## config.mk

```make
export PLATFORM = sky130hd
export DESIGN_NAME = nfc_cmd_read
export DESIGN_NICKNAME = d
export VERILOG_FILES = /design/src/nfc_pkg.sv /design/src/nfc_cmd_read.sv
export VERILOG_INCLUDE_DIRS = /design/src
export SDC_FILE = /design/constraint.sdc
export NUM_CORES = 1
export LEC_CHECK = 0
export ABC_CLOCK_PERIOD_IN_PS = 3000
export BUFFER_PORTS_ARGS = -buffer_cell sky130_fd_sc_hd__buf_2
export CAP_MARGIN = 20
export CORE_MARGIN = 3
export CORE_UTILIZATION = 50
export CTS_CLUSTER_DIAMETER = 60
export DETAILED_ROUTE_END_ITERATION = 6
export MAX_ROUTING_LAYER = met4
export PLACE_DENSITY = 0.73
export SETUP_SLACK_MARGIN = 0.05
export SYNTH_ARGS = -nofsm -noshare
export SYNTH_HDL_FRONTEND = slang
export SYNTH_SLANG_ARGS = --single-unit
```

## constraint.sdc

```tcl
create_clock -name core_clk -period 3 [get_ports core_clk]
set_input_delay 0.9 -clock core_clk [delete_from_list [all_inputs] [get_ports core_clk]]
set_output_delay 0.9 -clock core_clk [all_outputs]
set_load 0.05 [all_outputs]
```

## src/nfc_params.svh

```systemverilog
`ifndef NFC_PARAMS_SVH
`define NFC_PARAMS_SVH
// ----------------------------------------------------------------
// geometry
// ----------------------------------------------------------------
`define NFC_ADDR_W 20
`define NFC_NBLK 8
`define NFC_BLK_W 3
// ----------------------------------------------------------------
// command codes
// ----------------------------------------------------------------
`define NFC_CMD_ERASE 8'h20
`define NFC_CMD_CONFIRM 8'hd0
`define NFC_CMD_SUSPEND 8'hb0
`define NFC_CMD_LOCK_SETUP 8'h60
`define NFC_CMD_LOCK 8'h01
`define NFC_CMD_LOCKDOWN 8'h2f
`define NFC_CMD_CFG 8'h03
`define NFC_CMD_PROT 8'hc0
`define NFC_CMD_PROG 8'h40
`define NFC_CMD_PROG_ALT 8'h10
`define NFC_CMD_RD_ARRAY 8'hff
`define NFC_CMD_RD_STATUS 8'h70
`define NFC_CMD_RD_ID 8'h90
`define NFC_CMD_RD_QUERY 8'h98
`define NFC_CMD_CLR_STATUS 8'h50
// ----------------------------------------------------------------
// read config field positions, burst codes, id offsets, reset value
// ----------------------------------------------------------------
`define NFC_RCR_RM 15
`define NFC_RCR_WP 10
`define NFC_RCR_BW 3
`define NFC_RCR_RST 16'hbfcf
`define NFC_BL_4 3'h1
`define NFC_BL_8 3'h2
`define NFC_BL_16 3'h3
`define NFC_ID_MFR 8'h00
`define NFC_ID_DEV 8'h01
`define NFC_ID_LOCK 8'h02
`define NFC_ID_RCR 8'h05
// ----------------------------------------------------------------
// avalon register byte offsets
// ----------------------------------------------------------------
`define NFC_REG_STATUS 4'h0
`define NFC_REG_RCR 4'h4
`define NFC_REG_OPCYC 4'h8
`define NFC_REG_LOCK 4'hc
`define NFC_OPCYC_RST 16'h0040
`endif

```

## src/nfc_pkg.sv

```systemverilog
`include "nfc_params.svh"
package nfc_pkg;
  // read state, one-hot
  typedef enum logic [3:0] {NFC_RD_ARRAY = 4'h1, NFC_RD_ID = 4'h2, NFC_RD_STATUS = 4'h4,
                            NFC_RD_QUERY = 4'h8} nfc_rdstate_t;
  // first-cycle command awaiting its second cycle
  typedef enum logic [4:0] {NFC_PD_NONE = 5'h01, NFC_PD_ERASE = 5'h02, NFC_PD_PROG = 5'h04,
                            NFC_PD_LOCKCFG = 5'h08, NFC_PD_PROT = 5'h10} nfc_pend_t;
  // write state machine
  typedef enum logic [2:0] {NFC_W_READY = 3'h1, NFC_W_BUSY = 3'h2, NFC_W_SUSP = 3'h4} nfc_wsm_t;
  // operation kind
  typedef enum logic [2:0] {NFC_OP_ERASE = 3'h1, NFC_OP_PROG = 3'h2, NFC_OP_PROT = 3'h4} nfc_op_t;
  // pin bundle as sampled
  typedef struct packed {
    logic ce_n;
    logic oe_n;
    logic we_n;
    logic adv_n;
    logic clk;
    logic [`NFC_ADDR_W-1:0] addr;
    logic [15:0] dq;
  } nfc_pins_t;
  // complete state of the block
  typedef struct packed {
    nfc_pins_t s1;
    nfc_pins_t s2;
    logic we_p;
    logic adv_p;
    logic clk_p;
    nfc_rdstate_t rd;
    nfc_pend_t pend;
    nfc_wsm_t write_state_machine;
    nfc_op_t kind;
    logic [15:0] cnt;
    logic err4;
    logic err5;
    logic psus;
    logic esus;
    logic [15:0] read_config_register;
    logic [`NFC_NBLK-1:0] lock;
    logic [`NFC_NBLK-1:0] ldown;
    logic [`NFC_ADDR_W-1:0] lat_addr;
    logic sync_act;
    logic [2:0] lat_cnt;
    logic [4:0] left;
    logic cont;
    logic [15:0] dq;
    logic dq_oe;
    logic wait_q;
    logic op_start;
    logic [`NFC_ADDR_W-1:0] op_addr;
    logic [15:0] op_data;
    logic [15:0] opcyc;
    logic ack;
    logic [31:0] rdata;
  } nfc_state_t;
endpackage

```

## src/nfc_cmd_read.sv

```systemverilog
// Functional notes
// - erase is 0x20 then 0xd0 confirm
// - bad erase confirm sets bits 4,5, status
// - during erase only status and suspend taken
// - 0xb0 suspends, sets suspend bit and ready
// - suspend holds until 0xd0 resume or reset
// - 0xd0 while suspended resumes operation
// - lock setup needs 0x01/0xd0/0x2f/0x03 else error
// - 0x01 locks block, 0x2f locks down
// - 0xd0 unlocks unless block locked down
// - 0xc0 then write starts protection program
// - 0x60,0x03 loads config from address
// - after config load reads return array
// - reset gives async page, array state
// - four read states, changed by commands
// - async page reads only when mode bit set
// - async reads ignore clock, wait deasserted
// - four-word page, low bits select word
// - burst address latched on adv rise/edge
// - first word after latency, then each edge
// - non-array burst repeats the same word
// - mode bit 0 sync, 1 async default
// - latency counts edges to first word
// - burst length codes 4,8,16,continuous
// - 0xff selects array read state
`include "nfc_params.svh"
module nfc_cmd_read #(
  parameter logic [15:0] MFR_CODE = 16'h00a5, // arbitrary value
  parameter logic [15:0] DEV_CODE = 16'h005a, // arbitrary value
  parameter logic [7:0] QUERY_BYTE = 8'h00 // query answer byte
) (
  input wire logic core_clk, // system clock, 50 MHz
  input wire logic rstn, // async reset, also device reset pin
  input wire logic [3:0] avs_address, // avalon byte address
  input wire logic avs_read, // avalon read
  input wire logic avs_write, // avalon write
  input wire logic [31:0] avs_writedata, // avalon write data
  input wire logic [3:0] avs_byteenable, // avalon byte enables
  output logic [31:0] avs_readdata, // avalon read data
  output logic avs_waitrequest, // avalon stall
  input wire logic flash_ce_n, // chip enable pin
  input wire logic flash_oe_n, // output enable pin
  input wire logic flash_we_n, // write enable pin
  input wire logic address_valid_n, // address valid pin
  input wire logic flash_clk, // host burst clock pin
  input wire logic [`NFC_ADDR_W-1:0] flash_addr, // word address pins
  input wire logic [15:0] dq_in, // data pins, inbound
  output logic [15:0] dq_out, // data pins, outbound
  output logic dq_oe, // data pin drive enable
  output logic wait_out, // wait pin
  output logic [`NFC_ADDR_W-3:0] page_addr, // array page being sensed
  input wire logic [63:0] page_data, // four words of that page
  output logic op_start, // one-cycle start of an operation
  output logic [2:0] op_kind, // erase, program or protection
  output logic [`NFC_ADDR_W-1:0] op_addr, // operation address
  output logic [15:0] op_data // operation data
);
  // ----------------------------------------------------------------
  // state and helpers
  // ----------------------------------------------------------------
  nfc_pkg::nfc_state_t q; // registered state
  nfc_pkg::nfc_state_t n; // next state
  nfc_pkg::nfc_pins_t pins_in; // raw pins
  logic we_rise; // write strobe ended with chip enabled
  logic adv_rise; // address valid released
  logic clk_rise; // burst clock rising
  logic [7:0] code; // command byte
  logic [`NFC_ADDR_W-1:0] wa; // sampled address
  logic [`NFC_BLK_W-1:0] blk; // addressed block
  logic [7:0] sr; // status bits
  logic req; // avalon request present
  logic [15:0] wa16; // address lines 15:0

  // words in a burst, zero means continuous
  function automatic logic [4:0] burst_words(input logic [2:0] bl);
    case (bl)
      `NFC_BL_4: burst_words = 5'h04;
      `NFC_BL_8: burst_words = 5'h08;
      `NFC_BL_16: burst_words = 5'h10;
      default: burst_words = 5'h00; // continuous or reserved
    endcase
  endfunction

  // next burst address, wrapping inside the burst when asked
  function automatic logic [`NFC_ADDR_W-1:0] next_addr(input logic [`NFC_ADDR_W-1:0] a,
                                                       input logic [2:0] bl, input logic nowrap);
    logic [4:0] w;
    logic [`NFC_ADDR_W-1:0] m;
    w = burst_words(bl);
    m = {15'h0000, 5'(w - 5'h01)};
    if (nowrap || w == 5'h00) begin
      next_addr = a + 20'h00001;
    end else begin
      next_addr = (a & ~m) | ((a + 20'h00001) & m);
    end
  endfunction

  // word shown on the data pins for a read state and address
  function automatic logic [15:0] read_word(input nfc_pkg::nfc_rdstate_t rs,
                                            input logic [`NFC_ADDR_W-1:0] a,
                                            input logic [63:0] pg, input logic [7:0] s,
                                            input logic [15:0] rc, input logic [`NFC_NBLK-1:0] lk,
                                            input logic [`NFC_NBLK-1:0] ld);
    logic [`NFC_BLK_W-1:0] b;
    b = a[`NFC_ADDR_W-1 -: `NFC_BLK_W];
    case (rs)
      nfc_pkg::NFC_RD_ARRAY: read_word = pg[{a[1:0], 4'h0} +: 16];
      nfc_pkg::NFC_RD_STATUS: read_word = {8'h00, s};
      nfc_pkg::NFC_RD_ID: begin
        case (a[7:0])
          `NFC_ID_MFR: read_word = MFR_CODE;
          `NFC_ID_DEV: read_word = DEV_CODE;
          `NFC_ID_LOCK: read_word = {14'h0000, ld[b], lk[b]};
          `NFC_ID_RCR: read_word = rc;
          default: read_word = 16'h0000;
        endcase
      end
      nfc_pkg::NFC_RD_QUERY: read_word = {8'h00, QUERY_BYTE};
      default: read_word = 16'h0000;
    endcase
  endfunction

  // ----------------------------------------------------------------
  // decode of sampled pins
  // ----------------------------------------------------------------
  assign pins_in = '{ce_n: flash_ce_n, oe_n: flash_oe_n, we_n: flash_we_n, adv_n: address_valid_n,
                     clk: flash_clk, addr: flash_addr, dq: dq_in};
  assign we_rise = q.s2.we_n & ~q.we_p & ~q.s2.ce_n;
  assign adv_rise = q.s2.adv_n & ~q.adv_p & ~q.s2.ce_n;
  assign clk_rise = q.s2.clk & ~q.clk_p;
  assign code = q.s2.dq[7:0];
  assign wa = q.s2.addr;
  assign wa16 = wa[15:0];
  assign blk = wa[`NFC_ADDR_W-1 -: `NFC_BLK_W];
  assign sr = {q.write_state_machine != nfc_pkg::NFC_W_BUSY, q.esus, q.err5, q.err4, 1'b0, q.psus, 2'b00};
  assign req = avs_read | avs_write;

  // ----------------------------------------------------------------
  // next-state logic
  // ----------------------------------------------------------------
  always_comb begin
    logic go; // start an operation
    nfc_pkg::nfc_op_t go_kind; // kind to start
    go = 1'b0;
    go_kind = nfc_pkg::NFC_OP_ERASE;
    n = q;
    // two-flop pin synchroniser, then edge history
    n.s1 = pins_in;
    n.s2 = q.s1;
    n.we_p = q.s2.we_n;
    n.adv_p = q.s2.adv_n;
    n.clk_p = q.s2.clk;
    n.op_start = 1'b0;
    n.ack = 1'b0;
    // operation countdown; suspend freezes it
    if (q.write_state_machine == nfc_pkg::NFC_W_BUSY) begin
      if (q.cnt <= 16'h0001) begin
        n.write_state_machine = nfc_pkg::NFC_W_READY;
        n.cnt = 16'h0000;
      end else begin
        n.cnt = q.cnt - 16'h0001;
      end
    end
    // command interface
    if (we_rise) begin
      if (q.write_state_machine == nfc_pkg::NFC_W_BUSY) begin
        // busy: only status read and suspend
        if (code == `NFC_CMD_RD_STATUS) begin
          n.rd = nfc_pkg::NFC_RD_STATUS;
        end else if (code == `NFC_CMD_SUSPEND && q.kind != nfc_pkg::NFC_OP_PROT) begin
          n.write_state_machine = nfc_pkg::NFC_W_SUSP;
          n.esus = q.kind == nfc_pkg::NFC_OP_ERASE;
          n.psus = q.kind == nfc_pkg::NFC_OP_PROG;
        end
      end else if (q.pend != nfc_pkg::NFC_PD_NONE) begin
        // second cycle, meaning set by the pending first cycle
        n.pend = nfc_pkg::NFC_PD_NONE;
        case (q.pend)
          nfc_pkg::NFC_PD_ERASE: begin
            if (code == `NFC_CMD_CONFIRM) begin
              go = 1'b1;
              go_kind = nfc_pkg::NFC_OP_ERASE;
            end else begin
              n.err4 = 1'b1;
              n.err5 = 1'b1;
              n.rd = nfc_pkg::NFC_RD_STATUS;
            end
          end
          nfc_pkg::NFC_PD_PROG: begin
            go = 1'b1;
            go_kind = nfc_pkg::NFC_OP_PROG;
          end
          nfc_pkg::NFC_PD_PROT: begin
            go = 1'b1;
            go_kind = nfc_pkg::NFC_OP_PROT;
          end
          nfc_pkg::NFC_PD_LOCKCFG: begin
            case (code)
              `NFC_CMD_LOCK: n.lock[blk] = 1'b1;
              `NFC_CMD_LOCKDOWN: begin
                n.lock[blk] = 1'b1;
                n.ldown[blk] = 1'b1;
              end
              `NFC_CMD_CONFIRM: begin
                if (!q.ldown[blk]) begin
                  n.lock[blk] = 1'b0;
                end
              end
              `NFC_CMD_CFG: begin
                n.read_config_register = wa16;
                n.rd = nfc_pkg::NFC_RD_ARRAY;
              end
              default: begin
                n.err4 = 1'b1;
                n.err5 = 1'b1;
              end
            endcase
          end
          default: ;
        endcase
      end else begin
        // first cycle
        case (code)
          `NFC_CMD_RD_ARRAY: n.rd = nfc_pkg::NFC_RD_ARRAY;
          `NFC_CMD_RD_STATUS: n.rd = nfc_pkg::NFC_RD_STATUS;
          `NFC_CMD_RD_ID: n.rd = nfc_pkg::NFC_RD_ID;
          `NFC_CMD_RD_QUERY: n.rd = nfc_pkg::NFC_RD_QUERY;
          `NFC_CMD_CLR_STATUS: begin
            n.err4 = 1'b0;
            n.err5 = 1'b0;
          end
          `NFC_CMD_CONFIRM: begin
            if (q.write_state_machine == nfc_pkg::NFC_W_SUSP) begin
              n.write_state_machine = nfc_pkg::NFC_W_BUSY;
              n.esus = 1'b0;
              n.psus = 1'b0;
            end
          end
          `NFC_CMD_ERASE: if (q.write_state_machine == nfc_pkg::NFC_W_READY) n.pend = nfc_pkg::NFC_PD_ERASE;
          `NFC_CMD_PROG: if (q.write_state_machine == nfc_pkg::NFC_W_READY) n.pend = nfc_pkg::NFC_PD_PROG;
          `NFC_CMD_PROG_ALT: if (q.write_state_machine == nfc_pkg::NFC_W_READY) n.pend = nfc_pkg::NFC_PD_PROG;
          `NFC_CMD_LOCK_SETUP: if (q.write_state_machine == nfc_pkg::NFC_W_READY) n.pend = nfc_pkg::NFC_PD_LOCKCFG;
          `NFC_CMD_PROT: if (q.write_state_machine == nfc_pkg::NFC_W_READY) n.pend = nfc_pkg::NFC_PD_PROT;
          default: ; // unknown codes ignored
        endcase
      end
    end
    // launch of an operation
    if (go) begin
      n.write_state_machine = nfc_pkg::NFC_W_BUSY;
      n.kind = go_kind;
      n.cnt = q.opcyc;
      n.rd = nfc_pkg::NFC_RD_STATUS;
      n.op_start = 1'b1;
      n.op_addr = wa;
      n.op_data = q.s2.dq;
    end
    // read path
    n.dq_oe = ~q.s2.ce_n & ~q.s2.oe_n & q.s2.we_n;
    if (q.read_config_register[`NFC_RCR_RM]) begin
      // async page mode: clock ignored, address transparent while valid low
      n.sync_act = 1'b0;
      n.lat_cnt = 3'h0;
      if (!q.s2.adv_n) begin
        n.lat_addr = wa;
      end
      n.dq = read_word(q.rd, q.lat_addr, page_data, sr, q.read_config_register, q.lock, q.ldown);
      n.wait_q = ~q.read_config_register[`NFC_RCR_WP];
    end else begin
      // sync burst mode
      if (q.s2.ce_n) begin
        n.sync_act = 1'b0;
      end else if (!q.sync_act && (adv_rise || (clk_rise && !q.s2.adv_n))) begin
        n.sync_act = 1'b1;
        n.lat_addr = wa;
        n.lat_cnt = (q.read_config_register[13:11] == 3'h0) ? 3'h1 : q.read_config_register[13:11];
        n.left = burst_words(q.read_config_register[2:0]);
        n.cont = burst_words(q.read_config_register[2:0]) == 5'h00;
      end else if (q.sync_act && clk_rise) begin
        if (q.lat_cnt > 3'h1) begin
          n.lat_cnt = q.lat_cnt - 3'h1;
        end else if (q.lat_cnt == 3'h1 || q.cont || q.left != 5'h00) begin
          n.lat_cnt = 3'h0;
          n.dq = read_word(q.rd, q.lat_addr, page_data, sr, q.read_config_register, q.lock, q.ldown);
          if (!q.cont) begin
            n.left = q.left - 5'h01;
          end
          if (q.rd == nfc_pkg::NFC_RD_ARRAY) begin
            n.lat_addr = next_addr(q.lat_addr, q.read_config_register[2:0], q.read_config_register[`NFC_RCR_BW]);
          end
        end
      end
      n.wait_q = (q.sync_act && q.lat_cnt != 3'h0) ? q.read_config_register[`NFC_RCR_WP] : ~q.read_config_register[`NFC_RCR_WP];
    end
    // avalon slave: answer one cycle after the request, commit a write when waitrequest is low
    if (avs_write && q.ack && avs_address == `NFC_REG_OPCYC) begin
      if (avs_byteenable[0]) n.opcyc[7:0] = avs_writedata[7:0];
      if (avs_byteenable[1]) n.opcyc[15:8] = avs_writedata[15:8];
    end
    if (req && !q.ack) begin
      n.ack = 1'b1;
      case (avs_address)
        `NFC_REG_STATUS: n.rdata = {16'h0000, 1'b0, q.write_state_machine, q.rd, sr};
        `NFC_REG_RCR: n.rdata = {16'h0000, q.read_config_register};
        `NFC_REG_OPCYC: n.rdata = {16'h0000, q.opcyc};
        `NFC_REG_LOCK: n.rdata = {16'h0000, q.ldown, q.lock};
        default: n.rdata = 32'h0000_0000;
      endcase
    end
  end

  // ----------------------------------------------------------------
  // state register
  // ----------------------------------------------------------------
  always_ff @(posedge core_clk or negedge rstn) begin
    if (!rstn) begin
      q <= '0;
      q.s1 <= '{ce_n: 1'b1, oe_n: 1'b1, we_n: 1'b1, adv_n: 1'b1, clk: 1'b0, addr: 20'h00000, dq: 16'h0000};
      q.s2 <= '{ce_n: 1'b1, oe_n: 1'b1, we_n: 1'b1, adv_n: 1'b1, clk: 1'b0, addr: 20'h00000, dq: 16'h0000};
      q.we_p <= 1'b1;
      q.adv_p <= 1'b1;
      q.rd <= nfc_pkg::NFC_RD_ARRAY;
      q.pend <= nfc_pkg::NFC_PD_NONE;
      q.write_state_machine <= nfc_pkg::NFC_W_READY;
      q.kind <= nfc_pkg::NFC_OP_ERASE;
      q.read_config_register <= `NFC_RCR_RST;
      q.opcyc <= `NFC_OPCYC_RST;
    end else begin
      q <= n;
    end
  end

  // ----------------------------------------------------------------
  // outputs
  // ----------------------------------------------------------------
  assign avs_waitrequest = req & ~q.ack;
  assign avs_readdata = q.rdata;
  assign dq_out = q.dq;
  assign dq_oe = q.dq_oe;
  assign wait_out = q.wait_q;
  assign page_addr = q.lat_addr[`NFC_ADDR_W-1:2];
  assign op_start = q.op_start;
  assign op_kind = q.kind;
  assign op_addr = q.op_addr;
  assign op_data = q.op_data;
endmodule

```

==> reports/metrics.yaml <==
most-common-layout-cells: "dfrtp_1 (241), buf_2 (222), nand2_1 (214)"
htreeDepth: 1
gp_congestion: 0.936
core-area_mm2: 0.0254
ys_warn_count: 0
slew_headroom_pct: 33.6
p_leak_nw: 7.09
place_area_mm2: 0.0139
cts_root_buffer: "clkbuf_16"
cts_buffers: 29
mostFrequentLayoutCell: "dfrtp_1"
synthCells: 1248
drv_slew: 0
routed_wirelength_um: 34400
synth_seq_cells: 269
fin_area_mm2: 0.0150
row_count: 58
hold_class: "input port to async pin"
avgSynthCellArea_um2: 10.4
initial_utilization_pct: 51.3
portBuffers: 223
cp_data_required_time_ns: 3.46
ys_top_cells_by_area: "dfrtp_1 (46%), nand2_1 (6.2%), buf_4 (6.1%)"
busiest_layer: "met2"
timing.final.crit_share_pct: 89.1
pin_count: 258
drt_iter0_markers: 933
grt_use_met3_pct: 4.89
cts.sinks: 269
clkLatencyLatePin_ns: 0.55
synth_top_cell_area_share_pct: 46.3
grt_overflow: 0
rsz0062_at_grt: "no"
cts_buffer_depth: 3
max_slew.worst_pin.slew_ns: 0.992
fillers: 2136
power_density_mw_per_mm2: 700
wl_per_cell_um: 19.8
ctsHoldBuffers: 0
outcome: "finished clean"
finalHoldViolCount: 0
dp_hpwl_um: 25400
setup_viol: 0
fin_nets: 1546
grtUsageTotal_pct: 24.8
synth_edf_count: 0
syn_to_final_growth_pct: 15.1
antenna_left: 0
cts_setup_buffers: 0
route.vias.total: 10100
drive_gt1_share_pct: 29.8
grtUsageMet2_pct: 37.4
antenna_found_initial: 2
drc: 0
final.setup.tns_ns: 0
worstSetupEndpointType: "flop"
crit_fanout: 7
firstDrtPassIters: 5
clk_pin_slew_worst_paths_ns: 0.06
dieArea_mm2: 0.0280
cp-start-kind: "flop"
ir_worst_vdd_v: 0.000536
async_flop_share_pct: 100
use_met1_pct: 35.2
yosysTopAreaCell: "dfrtp_1"
path_class: "flop to flop"
worstPathArrival_ns: 3.13
fin_crit_ns: 2.67
grt_pass1_wl_um: 54400
finalClockSkew_ns: 0.0172
cts_tree: "done"
grt_pass1_vias: 9811
die_w_um: 167
synth_ff_type: "dfrtp_1"
ys_types: 83
fmax_ghz: 0.374
fp.dieH_um: 167
ys_seq_area_share_pct: 52.0
viasPerCell: 5.79
grt_start_max_net_pins: 59
cap_viol_max_count: 0
synth.cell_area_mm2: 0.0130
-- power breakdown --
group	internal [mW]	switching [mW]
sequential	3.96	0.370
combinational	0.745	1.49
clock	2.47	1.46
-- flip-flops by register name (all words and copies together) (netlist names), named ones only --
signal and cells:
op_kind 3, op_data 16, q 97, op_start 1, dq_out 16, code 8, wait_out 1, n 44
avs_readdata 16, page_addr 15, wa 20, op_addr 20, dq_oe 1
-- critical path, cell delays in order, from the launching register on --
cell,delay (ns)
dfstp_2,0.60
nor2_1,0.07
and2_1,0.20
inv_1,0.09
ha_1,0.19
nor2_1,0.11
nor4_1,0.76
nand3_1,0.21
a21oi_1,0.19
a2bb2oi_1,0.16
-- final timing paths --
path / startpoint / to / slack (ns) / cells past startpoint
max: q[152]$_DFFE_PN1P_ / page_addr[17]$_DFFE_PN0P_ / 0.33 / 9
min: rstn / n[211]$_DFF_PN0_ / 0.26 / 1
max reg2reg: q[152]$_DFFE_PN1P_ / page_addr[17]$_DFFE_PN0P_ / 0.33 / 9
min reg2reg: n[216]$_DFF_PN0_ / q[216]$_DFF_PN0_ / 0.35 / 0
max in group asynchronous: rstn / n[241]$_DFF_PN1_ / 2.04 / 2
min in group core_clk: n[216]$_DFF_PN0_ / q[216]$_DFF_PN0_ / 0.35 / 0
-- per-layer routing --
layer  vias to the layer above  routed length, um
li1                       4605                  -
met1                      4922              14900
met2                       480              15500
met3                        70               3020
met4                         0               1020
met5                         -                  0
-- per-stage QoR --
step,std cells,utilization (%),total power [mW],hold WS (ns),setup WS [ns]
global route,1739,59.0,10.9,0.277,0.0942
global placement,1683,54.7,6.57,0.331,0.433
detailed placement,1683,54.7,6.61,0.335,0.312
floorplan,1263,-,6.11,0.331,0.526
finish,1739,59.0,10.5,0.257,0.328
CTS,1736,58.9,10.6,0.269,0.304
-- layout make-up --
cell class,instances,area [um2],share of cell area [%]
Antenna cell,2,5.00,0.0334
Clock buffer,36,792,5.28
Clock inverter,17,273,1.82
Inverter,30,113,0.751
Multi-Input combinational cell,797,5190,34.6
Sequential cell,269,6770,45.1
Tap cell,330,413,2.75
Timing Repair Buffer,258,1440,9.60
-- repair_timing --
| item | in CTS | in global routing |
|---|---|---|
| resized for setup | 0 | 1 |
| endpoints found under the setup margin | 0 | 2 |
| hold endpoints to repair | 0 | 0 |
-- kinds of logic (layout without fill, tap and decap cells) --
group / count (synthesis) / after routing / share of synthesized area, %
buffers and inverters: 197 / 341 / 8.80
xor gates and xnor gates: 9 / 9 / 0.605
adders and majority gates: 12 / 12 / 1.15
muxes: 68 / 68 / 7.73
AOI/OAI and AO/OA: 258 / 258 / 13.6
and+or+nand+nor: 434 / 434 / 16.1
other: 1 / 18 / 0.0288
DFF: 269 / 269 / 52.0
-- synth_stat cells (20+ instances only) --
library cell,count
a21oi_1,36
inv_1,29
dfrtp_1,241
mux2_2,32
buf_4,105
clkbuf_1,47
nand2_1,214
nand3_1,20
dfstp_2,28
nor2_1,68
mux4_2,22
o21ai_0,68
No activity file was read; power rests on OpenSTA's default activity.
